### src/buck3_defines.svh
// Offsets, field positions, reset values and voltage-map figures of the bank.
`ifndef BUCK3_DEFINES_SVH
`define BUCK3_DEFINES_SVH

`define BUCK_A_RUN_OFS 8'h3c
`define BUCK_A_STBY_OFS 8'h3d
`define BUCK_A_SLEEP_OFS 8'h3e
`define BUCK_A_MODE_OFS 8'h3f
`define BUCK_A_TUNE_OFS 8'h40
`define BUCK_B_RUN_OFS 8'h43
`define BUCK_B_STBY_OFS 8'h44
`define BUCK_B_SLEEP_OFS 8'h45
`define BUCK_B_MODE_OFS 8'h46
`define BUCK_B_TUNE_OFS 8'h47

`define SLOT_RUN 3'h0
`define SLOT_STBY 3'h1
`define SLOT_SLEEP 3'h2
`define SLOT_MODE 3'h3
`define SLOT_TUNE 3'h4

`define CODE_MSB 5
`define RANGE_BIT 6
`define MODE_SEL_MSB 3
`define SLEEP_PFM_BIT 5

`define CODE_RST 6'h00
`define RANGE_RST 1'b0
`define MODE_RST 8'h00
`define TUNE_RST 8'h00
`define SETPOINT_MASK 8'h3f
`define MODE_MASK 8'h2f
`define TUNE_MASK 8'hff
`define RDATA_RST 8'h00

`define LOW_BASE_MV 12'd400
`define LOW_STEP_MV 12'd25
`define HIGH_BASE_MV 12'd800
`define HIGH_STEP_MV 12'd50
`define HIGH_LAST_STEP 6'd50

`endif

### src/buck3_pkg.sv
// Types shared by the set point register bank.
package buck3_pkg;

    typedef enum logic [1:0] {
        PS_RUN,
        PS_STANDBY,
        PS_SLEEP
    } power_state_t;

    typedef struct packed {
        logic wr;
        logic rd;
        logic [7:0] addr;
        logic [7:0] wdata;
    } reg_req_t;

    typedef struct packed {
        logic [7:0] run;
        logic [7:0] standby;
        logic [7:0] sleep;
        logic [7:0] mode;
        logic [7:0] tuning;
    } chan_view_t;

    typedef struct packed {
        logic enable;
        logic [6:0] code;
        logic [11:0] target_mv;
        logic reserved;
        logic [3:0] mode;
        logic [7:0] tuning;
    } buck_drive_t;

endpackage : buck3_pkg

### src/buck3_channel.sv
// Register storage of one converter output: set points, mode and tuning.
`timescale 1ns/100ps
`include "buck3_defines.svh"

module buck3_channel
    import buck3_pkg::*;
(
    // Clock and reset.
    input wire logic core_clk,
    input wire logic srst,
    // Write strobe with its slot and data.
    input wire logic wr_en,
    input wire logic [2:0] wr_slot,
    input wire logic [7:0] wdata,
    // Configuration load of the range bit.
    input wire logic cfg_load,
    input wire logic cfg_range,
    // Register contents as they read back.
    output chan_view_t view
);

    logic [5:0] run_code_r, run_code_nxt;
    logic [5:0] stby_code_r, stby_code_nxt;
    logic [5:0] sleep_code_r, sleep_code_nxt;
    logic [7:0] mode_r, mode_nxt;
    logic [7:0] tune_r, tune_nxt;
    logic range_r, range_nxt;

    always_comb begin
        run_code_nxt = run_code_r;
        stby_code_nxt = stby_code_r;
        sleep_code_nxt = sleep_code_r;
        mode_nxt = mode_r;
        tune_nxt = tune_r;
        range_nxt = range_r;
        if (cfg_load) begin
            range_nxt = cfg_range;
        end
        if (wr_en) begin
            case (wr_slot)
                `SLOT_RUN: run_code_nxt = wdata[`CODE_MSB:0];
                `SLOT_STBY: stby_code_nxt = wdata[`CODE_MSB:0];
                `SLOT_SLEEP: sleep_code_nxt = wdata[`CODE_MSB:0];
                `SLOT_MODE: mode_nxt = wdata & `MODE_MASK;
                `SLOT_TUNE: tune_nxt = wdata & `TUNE_MASK;
                default: ;
            endcase
        end
    end

    always_ff @(posedge core_clk) begin
        if (srst) begin
            run_code_r <= `CODE_RST;
            stby_code_r <= `CODE_RST;
            sleep_code_r <= `CODE_RST;
            mode_r <= `MODE_RST;
            tune_r <= `TUNE_RST;
            range_r <= `RANGE_RST;
        end else begin
            run_code_r <= run_code_nxt;
            stby_code_r <= stby_code_nxt;
            sleep_code_r <= sleep_code_nxt;
            mode_r <= mode_nxt;
            tune_r <= tune_nxt;
            range_r <= range_nxt;
        end
    end

    // Every set point shows the one range bit; bit 7 of a set point always reads zero.
    assign view.run = {1'b0, range_r, run_code_r};
    assign view.standby = {1'b0, range_r, stby_code_r};
    assign view.sleep = {1'b0, range_r, sleep_code_r};
    assign view.mode = mode_r;
    assign view.tuning = tune_r;

endmodule : buck3_channel

### src/buck3_setpoint_register_bank.sv
// Set point register bank for the paired buck outputs A and B.
`timescale 1ns/100ps
`include "buck3_defines.svh"

// Operation
// - Output A run set point bits 5:0 are writable and reset to zero.
// - Run set point bit 6 is the range, read-only, set at configuration.
// - Output A standby set point bits 5:0 are writable, reset to zero.
// - Standby bit 6 copies the run range bit at configuration load.
// - Output A sleep set point is decoded at its own address.
// - Each output has a switching mode selector at its own address.
// - Each output has a tuning register at its own address.
// - Output B run and standby set points sit at consecutive addresses.
// - Output B sleep set point follows its standby register.
// - Low range: 400 mV at code zero, plus 25 mV per step.
module buck3_setpoint_register_bank
    import buck3_pkg::*;
(
    // Clock and reset.
    input wire logic core_clk,
    input wire logic srst,
    // Register access from the serial control port.
    input reg_req_t reg_req,
    output logic [7:0] reg_rdata,
    output logic reg_rd_valid,
    // Configuration load of the range bits.
    input wire logic cfg_load,
    input wire logic cfg_range_a,
    input wire logic cfg_range_b,
    // Operating state of the device.
    input power_state_t power_state,
    input wire logic single_phase,
    // Converter drive values.
    output buck_drive_t buck_a_out,
    output buck_drive_t buck_b_out
);

    chan_view_t a_view;
    chan_view_t b_view;
    logic a_hit;
    logic b_hit;
    logic [2:0] a_slot;
    logic [2:0] b_slot;
    logic [7:0] rd_value;
    logic [7:0] rdata_r, rdata_nxt;
    logic rd_valid_r, rd_valid_nxt;
    buck_drive_t a_out_r, a_out_nxt;
    buck_drive_t b_out_r, b_out_nxt;

    function automatic logic [11:0] code_to_mv(input logic [6:0] code);
        logic [11:0] step;
        step = {6'h00, code[`CODE_MSB:0]};
        if (code[`RANGE_BIT]) begin
            code_to_mv = `HIGH_BASE_MV + `HIGH_STEP_MV * step;
        end else begin
            code_to_mv = `LOW_BASE_MV + `LOW_STEP_MV * step;
        end
    endfunction : code_to_mv

    function automatic buck_drive_t make_drive(input chan_view_t v,
                                               input power_state_t ps);
        logic [7:0] sel;
        sel = v.run;
        make_drive.enable = 1'b1;
        case (ps)
            PS_RUN: sel = v.run;
            PS_STANDBY: sel = v.standby;
            PS_SLEEP: begin
                sel = v.sleep;
                make_drive.enable = v.mode[`SLEEP_PFM_BIT];
            end
            default: sel = v.run;
        endcase
        make_drive.code = sel[6:0];
        make_drive.reserved = sel[`RANGE_BIT] &&
            (sel[`CODE_MSB:0] > `HIGH_LAST_STEP);
        make_drive.target_mv = make_drive.reserved ? 12'h000 :
            code_to_mv(sel[6:0]);
        make_drive.mode = v.mode[`MODE_SEL_MSB:0];
        make_drive.tuning = v.tuning;
    endfunction : make_drive

    // Address decode of the two register groups.
    always_comb begin
        a_hit = 1'b1;
        b_hit = 1'b1;
        a_slot = `SLOT_RUN;
        b_slot = `SLOT_RUN;
        case (reg_req.addr)
            `BUCK_A_RUN_OFS: a_slot = `SLOT_RUN;
            `BUCK_A_STBY_OFS: a_slot = `SLOT_STBY;
            `BUCK_A_SLEEP_OFS: a_slot = `SLOT_SLEEP;
            `BUCK_A_MODE_OFS: a_slot = `SLOT_MODE;
            `BUCK_A_TUNE_OFS: a_slot = `SLOT_TUNE;
            default: a_hit = 1'b0;
        endcase
        case (reg_req.addr)
            `BUCK_B_RUN_OFS: b_slot = `SLOT_RUN;
            `BUCK_B_STBY_OFS: b_slot = `SLOT_STBY;
            `BUCK_B_SLEEP_OFS: b_slot = `SLOT_SLEEP;
            `BUCK_B_MODE_OFS: b_slot = `SLOT_MODE;
            `BUCK_B_TUNE_OFS: b_slot = `SLOT_TUNE;
            default: b_hit = 1'b0;
        endcase
    end

    buck3_channel u_chan_a (
        .core_clk(core_clk),
        .srst(srst),
        .wr_en(reg_req.wr && a_hit),
        .wr_slot(a_slot),
        .wdata(reg_req.wdata),
        .cfg_load(cfg_load),
        .cfg_range(cfg_range_a),
        .view(a_view)
    );

    buck3_channel u_chan_b (
        .core_clk(core_clk),
        .srst(srst),
        .wr_en(reg_req.wr && b_hit),
        .wr_slot(b_slot),
        .wdata(reg_req.wdata),
        .cfg_load(cfg_load),
        .cfg_range(cfg_range_b),
        .view(b_view)
    );

    // Read multiplexer; an unmapped address reads zero.
    always_comb begin
        case (reg_req.addr)
            `BUCK_A_RUN_OFS: rd_value = a_view.run;
            `BUCK_A_STBY_OFS: rd_value = a_view.standby;
            `BUCK_A_SLEEP_OFS: rd_value = a_view.sleep;
            `BUCK_A_MODE_OFS: rd_value = a_view.mode;
            `BUCK_A_TUNE_OFS: rd_value = a_view.tuning;
            `BUCK_B_RUN_OFS: rd_value = b_view.run;
            `BUCK_B_STBY_OFS: rd_value = b_view.standby;
            `BUCK_B_SLEEP_OFS: rd_value = b_view.sleep;
            `BUCK_B_MODE_OFS: rd_value = b_view.mode;
            `BUCK_B_TUNE_OFS: rd_value = b_view.tuning;
            default: rd_value = `RDATA_RST;
        endcase
    end

    always_comb begin
        rdata_nxt = rdata_r;
        rd_valid_nxt = reg_req.rd;
        if (reg_req.rd) begin
            rdata_nxt = rd_value;
        end
    end

    // Drive values follow the power state; single phase runs B from A.
    always_comb begin
        a_out_nxt = make_drive(a_view, power_state);
        if (single_phase) begin
            b_out_nxt = make_drive(a_view, power_state);
        end else begin
            b_out_nxt = make_drive(b_view, power_state);
        end
    end

    always_ff @(posedge core_clk) begin
        if (srst) begin
            rdata_r <= `RDATA_RST;
            rd_valid_r <= 1'b0;
            a_out_r <= '0;
            b_out_r <= '0;
        end else begin
            rdata_r <= rdata_nxt;
            rd_valid_r <= rd_valid_nxt;
            a_out_r <= a_out_nxt;
            b_out_r <= b_out_nxt;
        end
    end

    assign reg_rdata = rdata_r;
    assign reg_rd_valid = rd_valid_r;
    assign buck_a_out = a_out_r;
    assign buck_b_out = b_out_r;
endmodule : buck3_setpoint_register_bank

### config.mk
export PLATFORM = sky130hd
export DESIGN_NAME = buck3_setpoint_register_bank
export DESIGN_NICKNAME = d
export VERILOG_FILES = /design/src/buck3_pkg.sv /design/src/buck3_channel.sv /design/src/buck3_setpoint_register_bank.sv
export VERILOG_INCLUDE_DIRS = /design/src
export SDC_FILE = /design/constraint.sdc
export NUM_CORES = 1
export LEC_CHECK = 0
export BUFFER_PORTS_ARGS = -buffer_cell sky130_fd_sc_hd__clkbuf_2
export CAP_MARGIN = 25
export CORE_AREA = 3 3 120 122
export CTS_CLUSTER_SIZE = 20
export DETAILED_ROUTE_END_ITERATION = 8
export DIE_AREA = 0 0 123 125
export HOLD_SLACK_MARGIN = 0.15
export PLACE_DENSITY = 0.85
export SLEW_MARGIN = 20
export SYNTH_ARGS = -nofsm -noshare
export SYNTH_HDL_FRONTEND = slang
export SYNTH_SLANG_ARGS = --single-unit
### constraint.sdc
create_clock -name core_clk -period 5.8 [get_ports core_clk]
set_input_delay 0.87 -clock core_clk [delete_from_list [all_inputs] [get_ports core_clk]]
set_output_delay 0.87 -clock core_clk [all_outputs]
set_load 0.05 [all_outputs]
==> flow_summary_export.csv, run 1 <==
group,metric,value,unit
critical_path,crit_type,"input port to register",
critical_path,crit_path_end_kind,"register",
die,io_pins,101,
clocking,h-tree-depth,4,
run_status,status,"finished, final reports clean",
die,die_w,123,um
sta,tightest_slew,1.086,ns
placement,postPlaceCellArea,8423,um^2
clocking,cts_setup_buffers,0,
clocking,cts.sinks,139,
logic_synthesis,seq_area_frac_synth,35.41,%
placement,port_buffers,100,
sta,period_share,84.63,%
cells_and_area,design_area,9047,um^2
grt,grt_first_pass_wirelength,32100,um
grt,antenna_found_initial,0,
sta,fin_crit,4.909,ns
clocking,clk_path_buf_depth,2,
logic_synthesis,synthTopCellsByCount,"nor2_1 (147), dfxtp_1 (139), ha_1 (88)",
cells_and_area,syn_to_final_growth,15.14,%
die,dieHeight,125,um
clocking,clk_latency,0.43,ns
drt,wirelength,19740,um
grt,track_usage,26.47,%
logic_synthesis,async_flop_share,0,%
sta,setup_violations,0,
worst_hold_path,hold_depth,2,
drt,routedWlPerCell,17.70,um
clocking,cts_buffers,17,
pwr,power_leakage,4.285,nW
cells_and_area,nets,1048,
grt,grt-ovfl-total,0,
die,num_rows,42,
critical_path,reg2reg_depth,15,
drt,final_antenna_net_count,0,
logic_synthesis,synth_ff_type,"dfxtp_1",
sta,slew_headroom,27.63,%
critical_path,worstPathArrival,5.22,ns
clocking,root_buffer,"clkbuf_16",
critical_path,r2r_end,"buck_b_out[22]",
worst_hold_path,holdPathEnd,"reg_rdata[6]",
critical_path,start_kind,"input port",
drt,first_pass_iters,6,
placement,gp_congestion,0.9091,
logic_synthesis,syn_inst,852,
clocking,cts_tree,"built",
drt,drtIter0Drc,750,
logic_synthesis,yosys_warnings,0,
cells_and_area,antenna_cells,0,
placement,pre_cts_ws,0.5602,ns
drt,vias,6562,
logic_synthesis,yosys.area.top_type,"dfxtp_1",
logic_synthesis,synth_most_common_cell,"nor2_1",
pwr,vdd_drop_max,0.2292,mV
logic_synthesis,synth_top_area_share,35.41,%
logic_synthesis,synth_edf_count,0,
job,drv_cap,0,
die,die_area,15380,um^2
sta,tns,0,ns
cells_and_area,layout-drive-gt1-share,17.25,%
logic_synthesis,synthesis.area,7858,um^2
sta,max_freq,0.2037,GHz
critical_path,r2r_start,"u_chan_b.sleep_code_r[0]",
pwr,p_per_area,294.2,nW/um^2
sta,hold_viol,0,
placement,hpwl,14390,um
sta,rsz0062_at_grt,"false",
worst_hold_path,worstHoldStart,"reg_rdata[6]",
grt,grt_start_max_net_pins,68,
clocking,cts_hold_buf,0,
clocking,cts_resized,0,
worst_hold_path,hp-class,"register to register",
die,core,13300,um^2
sta,worst_clock_skew,0.01267,ns
critical_path,r2r_slack,1.70,ns
logic_synthesis,syn-num-nets,972,
logic_synthesis,synthTopCellsByArea,"dfxtp_1 (35%), ha_1 (14%), mux2i_1 (11%), nor2_1 (7.0%), mux4_2 (2.9%)",
clocking,clk_pin_slew_worst_paths,0.06,ns
logic_synthesis,synthDistinctLibCells,60,
die,start_util,59.10,%
drt,drc,0,
logic_synthesis,avgSynthCellArea,9.222,um^2
drt,vias_per_cell,5.885,
pwr,total_power,2.662,mW
sta,setup_ws,0.8912,ns
sta,whs,0.4971,ns
logic_synthesis,ys_seq_elements,139,
grt,grt_pass1_vias,6299,
sta,report.final.slew_viol_count,0,
critical_path,cp_data_required_time,6.11,ns
critical_path,path_max_fanout,12,
[logic make-up after synthesis]
| logic type | share of synthesized area (%) |
|---|---|
| adders and majority gates | 15.54 |
| and+or+nand+nor | 14.67 |
| muxes | 14.71 |
| DFF | 35.41 |
| xor gates and xnor gates | 3.121 |
| AOI/OAI and AO/OA | 11.27 |
| buffers and inverters | 5.271 |
[power by group]
part | switching, mW | internal [mW] | total, mW
logic | 0.342 | 0.177 | 0.518
clock network | 0.421 | 0.731 | 1.15
registers | 0.0109 | 0.981 | 0.992
[worst max-delay path by stage]
stage	startpoint	end	slack (ns)	cells after the start
4_1_cts	power_state[0]	buck_b_out[24]	1.0	17
3_5_place_dp	power_state[0]	buck_b_out[24]	0.56	17
2_1_floorplan	power_state[0]	buck_b_out[24]	0.92	18
3_3_place_gp	power_state[0]	buck_b_out[24]	0.68	17
6_report	power_state[0]	buck_b_out[24]	0.89	17
5_1_grt	power_state[0]	buck_b_out[24]	0.54	17
[stage by stage]
stage | util (%) | instances
5_1_grt | 68.05 | 1115
4_1_cts | 68.05 | 1115
3_3_place_gp | 63.32 | 1084
6_report | 68.05 | 1115
3_5_place_dp | 63.35 | 1085
2_1_floorplan | - | 852
[per-layer routing]
metal | wire length, um | GRT usage [%]
met1 | 8235 | 35.35
met2 | 9458 | 42.81
met3 | 1531 | 4.878
met4 | 511 | 9.511
met5 | 0 | 0
[layout make-up]
class / instances / area [um^2]
multi-input combinational: 611 / 4661
fill: 982 / 4248
sequential: 139 / 2783
timing repair buffer: 110 / 575.6
clock buffer: 18 / 439.2
tap: 176 / 220.2
clock inverter: 12 / 185.2
inverter: 49 / 183.9
[layout by cell type, fill, tap and decap left out, drive strengths merged, types with 6 or more instances in the layout]
cell type,instances
nor2,149
dfxtp,139
clkbuf,117
ha,88
mux2i,87
inv,52
a21oi,36
nand2,29
o21ai,26
a22oi,19
xnor2,15
nor2b,15
xor2,13
nor3,12
buf,11
mux4,10
and2,9
and3,8
nand3,8
a221o,7
a21o,7
a211oi,6
nand2b,6
fa,6
[critical path, cell delays in order]
cell and delay, ns:
clkbuf_2 0.11, inv_1 0.05, ha_1 0.51, inv_1 0.22, o21ai_0 0.55, inv_1 0.19, ha_1 0.34, ha_1 0.31
ha_1 0.30, ha_1 0.47, nand3_1 0.14, a21boi_0 0.28, nor4_1 0.08, a311oi_1 0.30, xor2_1 0.17, nand2_1 0.12
o2bb2ai_1 0.19
[flip-flops by register name (all words and copies together), names as in the netlist, 8 cells and up]
register,flops
buck_a_out,33
buck_b_out,33
reg_rdata,8
u_chan_a.tune_r,8
u_chan_b.tune_r,8
Power figures use the tool's default switching activity.
==> inputs of run 2 (changes only) <==
==> constraint.sdc (replaced) <==
create_clock -name core_clk -period 4.6 [get_ports core_clk]
set_input_delay 0.69 -clock core_clk [delete_from_list [all_inputs] [get_ports core_clk]]
set_output_delay 0.69 -clock core_clk [all_outputs]
set_load 0.05 [all_outputs]
==> flow_summary_export.csv, run 2 (same netlist as run 1, synthesis figures left out) <==
group,metric,value,unit
run_status,status,"finished, final reports clean",
cells_and_area,mostFrequentLayoutCells,"nor2_1 (147), dfxtp_1 (139), clkbuf_2 (99)",
worst_hold_path,hp-class,"register to register",
cells_and_area,nets,1098,
critical_path,r2r_slack,0.82,ns
critical_path,crit_path_end_kind,"register",
sta,slew_headroom,26.58,%
drt,routedWlPerCell,17.87,um
critical_path,crit_type,"input port to register",
critical_path,crit_slowest_cell,"ha_1",
die,die_w,123,um
critical_path,r2r_end,"buck_b_out[23]",
sta,hold_viol,0,
die,die_area,15380,um^2
cells_and_area,final_common_cell,"nor2_1",
drt,vias_per_cell,5.865,
critical_path,max_stage_delay,0.37,ns
sta,setup_violations,0,
critical_path,crit_end,"buck_b_out[23]",
drt,final_antenna_net_count,0,
critical_path,worstPathArrival,4.65,ns
critical_path,cp_data_required_time,4.94,ns
sta,report.final.slew_viol_count,0,
critical_path,reg2reg_depth,15,
die,core,13300,um^2
grt,grt-ovfl-total,0,
drt,wirelength,20860,um
drt,vias,6844,
placement,hpwl,15340,um
grt,track_usage,27.43,%
grt,grt_pass1_vias,6726,
clocking,h-tree-depth,4,
pwr,total_power,3.242,mW
pwr,vdd_drop_max,0.2697,mV
critical_path,r2r_start,"u_chan_a.sleep_code_r[3]",
pwr,p_per_area,345.6,nW/um^2
die,io_pins,101,
sta,worst_clock_skew,0.01085,ns
drt,drtIter0Drc,695,
grt,grt_start_max_net_pins,86,
drt,drc,0,
placement,gp_congestion,0.9590,
grt,grt_first_pass_wirelength,33380,um
clocking,cts_setup_buffers,0,
sta,max_freq,0.2322,GHz
sta,rsz0062_at_grt,"false",
drt,first_pass_iters,8,
critical_path,path_max_fanout,7,
pwr,power_leakage,4.505,nW
cells_and_area,fillers,936,
die,dieHeight,125,um
clocking,root_buffer,"clkbuf_16",
clocking,cts_buffers,17,
sta,fin_crit,4.307,ns
sta,tightest_slew,1.101,ns
placement,port_buffers,100,
cells_and_area,layout-drive-gt1-share,21.90,%
critical_path,start_kind,"input port",
clocking,cts.sinks,139,
clocking,clk_path_buf_depth,2,
cells_and_area,syn_to_final_growth,19.36,%
clocking,clk_pin_slew_worst_paths,0.06,ns
die,start_util,59.10,%
placement,pre_cts_ws,-0.1292,ns
job,drv_cap,0,
die,num_rows,42,
cells_and_area,antenna_cells,0,
sta,period_share,93.63,%
critical_path,crit_chain,"clkbuf_2, inv_1, ha_2, buf_4, a221o_1, o21ai_0, inv_1, ha_1, ha_1, ha_1, ha_1, buf_4, a21oi_1, o21bai_1, or3_1, and2_1, xnor2_1, nand4b_1, a31oi_1",
clocking,clk_latency,0.43,ns
clocking,cts_tree,"built",
critical_path,worstSetupStartpoint,"power_state[0]",
critical_path,timing.critical_path.mode_cell,"ha_1",
sta,setup_ws,0.2930,ns
grt,antenna_found_initial,0,
==> run 2: cell count changes in the layout (fill, tap and decap cells not counted), sizes merged <==
| cell | change |
|---|---|
| clkinv | +2 |
| inv | +3 |
| bufinv | -4 |
| buf | +50 |
| clkinvlp | +1 |
==> run 2: power breakdown <==
part	switching [mW]	internal (mW)	leakage [nW]
Clock	0.554	0.712	0.270
Sequential	0.0140	1.24	1.13
Combinational	0.454	0.271	3.11
Total	1.02	2.22	4.51
==> run 2: cell type report <==
class	instances	area (um^2)	area share, %
Timing Repair Buffer	160	978.4	10.43
Multi-Input combinational cell	611	4667	49.76
Clock buffer	18	439.2	4.682
Clock inverter	14	107.6	1.147
Sequential cell	139	2783	29.67
Inverter	49	183.9	1.961
Tap cell	176	220.2	2.348
==> run 2: timing repair <==
action                                  in CTS  in global routing
hold buffers                                 0                  0
resized for setup                            0                  2
endpoints found under the setup margin       0                  2
==> run 2: critical path: cells and delay by family <==
family,cells,cell delay (ns)
adder cells (fa/ha/maj),5,1.58
AO/OA/AOI/OAI,5,0.85
AND/OR/NAND/NOR,3,0.69
buffers and inverters,5,0.61
XOR/XNOR,1,0.23
==> run 2: layer usage <==
metal / share of wire [%] / global-route usage (%) / vias to the layer above
met1: 41 / 34.15 / 3284
met4: 2.7 / 11.27 / 0
met3: 7.8 / 6.820 / 56
li1: - / - / 3211
met5: 0 / 0 / -
met2: 49 / 45.19 / 293
==> run 2: how the worst min path moves through the flow <==
stage	startpoint	end	slack, ns	depth (start not counted)
finish	reg_rdata[0]	reg_rdata[0]	0.49	2
global route	reg_rdata[0]	reg_rdata[0]	0.51	2
CTS	reg_rdata[0]	reg_rdata[0]	0.50	2
detailed placement	reg_rdata[0]	reg_rdata[0]	0.48	2
global placement	reg_rdata[0]	reg_rdata[0]	0.48	2
floorplan	u_chan_a.mode_r[5]	buck_a_out[32]	0.45	2
==> run 2: through the flow <==
| step | utilization (%) | std cells | hold slack [ns] | setup TNS, ns | area [um^2] |
|---|---|---|---|---|---|
| 2_1_floorplan | - | 852 | 0.4476 | 0 | 7858 |
| 3_3_place_gp | 66.38 | 1135 | 0.4788 | 0 | 8826 |
| 3_5_place_dp | 66.38 | 1135 | 0.4819 | -0.3956 | 8826 |
| 4_1_cts | 70.50 | 1167 | 0.4980 | 0 | 9373 |
| 5_1_grt | 70.54 | 1167 | 0.5073 | 0 | 9379 |
| 6_report | 70.54 | 1167 | 0.4941 | 0 | 9379 |
==> inputs of run 3 (changes only) <==
--- a/config.mk
+++ b/config.mk
@@ -6,12 +6,13 @@
 export SDC_FILE = /design/constraint.sdc
 export NUM_CORES = 1
 export LEC_CHECK = 0
+export ABC_CLOCK_PERIOD_IN_PS = 4600
 export BUFFER_PORTS_ARGS = -buffer_cell sky130_fd_sc_hd__clkbuf_2
 export CAP_MARGIN = 25
-export CORE_AREA = 3 3 120 122
+export CORE_AREA = 3 3 153 96
 export CTS_CLUSTER_SIZE = 20
 export DETAILED_ROUTE_END_ITERATION = 8
-export DIE_AREA = 0 0 123 125
+export DIE_AREA = 0 0 156 99
 export HOLD_SLACK_MARGIN = 0.15
 export PLACE_DENSITY = 0.85
 export SLEW_MARGIN = 20
==> flow_summary_export.csv, run 3 (same netlist as run 1, synthesis figures left out) <==
group,metric,value,unit
die,die_w,156,um
cells_and_area,antenna_cells,0,
critical_path,r2r_start,"u_chan_b.stby_code_r[1]",
clocking,h-tree-depth,4,
cells_and_area,nets,1102,
critical_path,cp_data_required_time,4.95,ns
sta,tightest_slew,0.9137,ns
critical_path,r2r_end,"buck_b_out[23]",
clocking,root_buffer,"clkbuf_16",
cells_and_area,final_common_cell,"nor2_1",
clocking,cts_buffers,17,
die,dieHeight,99,um
sta,worst_clock_skew,0.009265,ns
sta,setup_violations,0,
clocking,clk_path_buf_depth,2,
die,num_rows,33,
drt,routedWlPerCell,18.83,um
grt,grt_first_pass_wirelength,34620,um
pwr,power_leakage,4.548,nW
sta,tns,0,ns
critical_path,worstPathArrival,4.70,ns
sta,fin_crit,4.344,ns
drt,first_pass_iters,7,
pwr,p_per_area,359.2,nW/um^2
cells_and_area,fillers,937,
cells_and_area,syn_to_final_growth,20.35,%
placement,port_buffers,100,
critical_path,crit_type,"input port to register",
critical_path,start_kind,"input port",
clocking,clk_pin_slew_worst_paths,0.07,ns
sta,report.final.slew_viol_count,0,
worst_hold_path,holdPathEnd,"reg_rdata[6]",
critical_path,max_stage_delay,0.46,ns
cells_and_area,layout-drive-gt1-share,22.21,%
critical_path,path_max_fanout,11,
drt,drc,0,
placement,hpwl,15820,um
grt,track_usage,28.65,%
critical_path,crit_chain,"clkbuf_2, inv_1, ha_2, inv_1, buf_4, o21ai_1, inv_1, buf_4, ha_1, ha_1, ha_1, inv_1, fa_1, nor2b_1, o21ai_0, nand2b_1, xor2_1, o211ai_1, a21oi_1",
clocking,cts_hold_buf,0,
die,core,13420,um^2
sta,max_freq,0.2302,GHz
critical_path,crit_slowest_cell,"ha_2",
critical_path,reg2reg_depth,18,
drt,drtIter0Drc,834,
grt,grt-ovfl-total,0,
critical_path,crit_path_end_kind,"register",
clocking,clk_latency,0.43,ns
die,io_pins,101,
worst_hold_path,hp-class,"register to register",
job,drv_cap,0,
cells_and_area,final_core_util,70.47,%
clocking,cts.sinks,139,
grt,grt_start_max_net_pins,68,
critical_path,timing.critical_path.mode_cell,"inv_1",
sta,whs,0.4983,ns
sta,rsz0062_at_grt,"false",
sta,period_share,94.44,%
placement,gp_congestion,0.9813,
sta,hold_viol,0,
grt,grt_pass1_vias,6639,
worst_hold_path,hold_depth,2,
die,die_area,15440,um^2
drt,vias_per_cell,5.939,
pwr,vdd_drop_max,0.1601,mV
die,start_util,58.55,%
drt,vias,6949,
sta,slew_headroom,39.00,%
clocking,cts_tree,"built",
drt,wirelength,22030,um
cells_and_area,mostFrequentLayoutCells,"nor2_1 (147), dfxtp_1 (139), clkbuf_2 (99)",
run_status,status,"finished, final reports clean",
worst_hold_path,worstHoldStart,"reg_rdata[6]",
drt,final_antenna_net_count,0,
pwr,total_power,3.397,mW
critical_path,r2r_slack,0.59,ns
grt,antenna_found_initial,0,
## run 3: cell count changes in the layout (fill, tap and decap cells not counted), sizes merged
cell,change
clkbuf,-1
clkinv,-1
buf,+4
inv,+1
bufinv,+1
## run 3: per-layer routing
metal	share of wire (%)	GRT usage, %	up-vias
met5	0	0	-
met4	2.4	7.598	0
met3	12	8.205	73
met2	42	41.66	418
met1	44	41.70	3247
li1	-	-	3211
## run 3: final cells by class
class	instances	area, um^2	area share (%)
multi-input cells	611	4667	49.35
inverters	49	183.9	1.945
clock inverters	15	177.7	1.879
flip-flops and latches	139	2783	29.43
well taps	175	219.0	2.315
clock buffers	17	425.4	4.499
repair buffers	164	1001	10.58
## run 3: repair_timing
action                     CTS  global route
resized for setup            0             3
setup endpoints to repair    0             4
buffers inserted             0             0
## run 3: how the worst max path moves through the flow
| stage | start | end | slack (ns) | cells past startpoint |
|---|---|---|---|---|
| 2_1_floorplan | power_state[0] | buck_b_out[24] | 0.01 | 18 |
| 3_3_place_gp | power_state[0] | buck_a_out[24] | -0.12 | 17 |
| 3_5_place_dp | power_state[0] | buck_b_out[22] | -0.22 | 19 |
| 4_1_cts | power_state[0] | buck_b_out[22] | 0.19 | 16 |
| 5_1_grt | power_state[1] | buck_b_out[22] | 0.04 | 21 |
| 6_report | power_state[0] | buck_b_out[22] | 0.26 | 19 |
## run 3: worst max-delay path: cells and delay by family
kind | cells | cell delay, ns
fa+ha+maj | 5 | 1.63
compound gates | 4 | 0.91
xor+xnor | 1 | 0.24
buf+inv | 7 | 0.91
simple gates | 2 | 0.30
## run 3: stage by stage
stage | area, um^2 | instances | setup slack [ns]
after CTS | 9418 | 1168 | 0.1888
final | 9457 | 1170 | 0.2559
after global routing | 9457 | 1170 | 0.04456
after detailed placement | 8815 | 1136 | -0.2228
after floorplan | 7858 | 852 | 0.01263
after global placement | 8815 | 1136 | -0.1168
## run 3: power breakdown
part           switching (mW)  total [mW]  internal [mW]
Clock                   0.635        1.41          0.777
Combinational           0.461       0.735          0.273
Sequential             0.0136        1.25           1.24
Total                    1.11        3.40           2.29
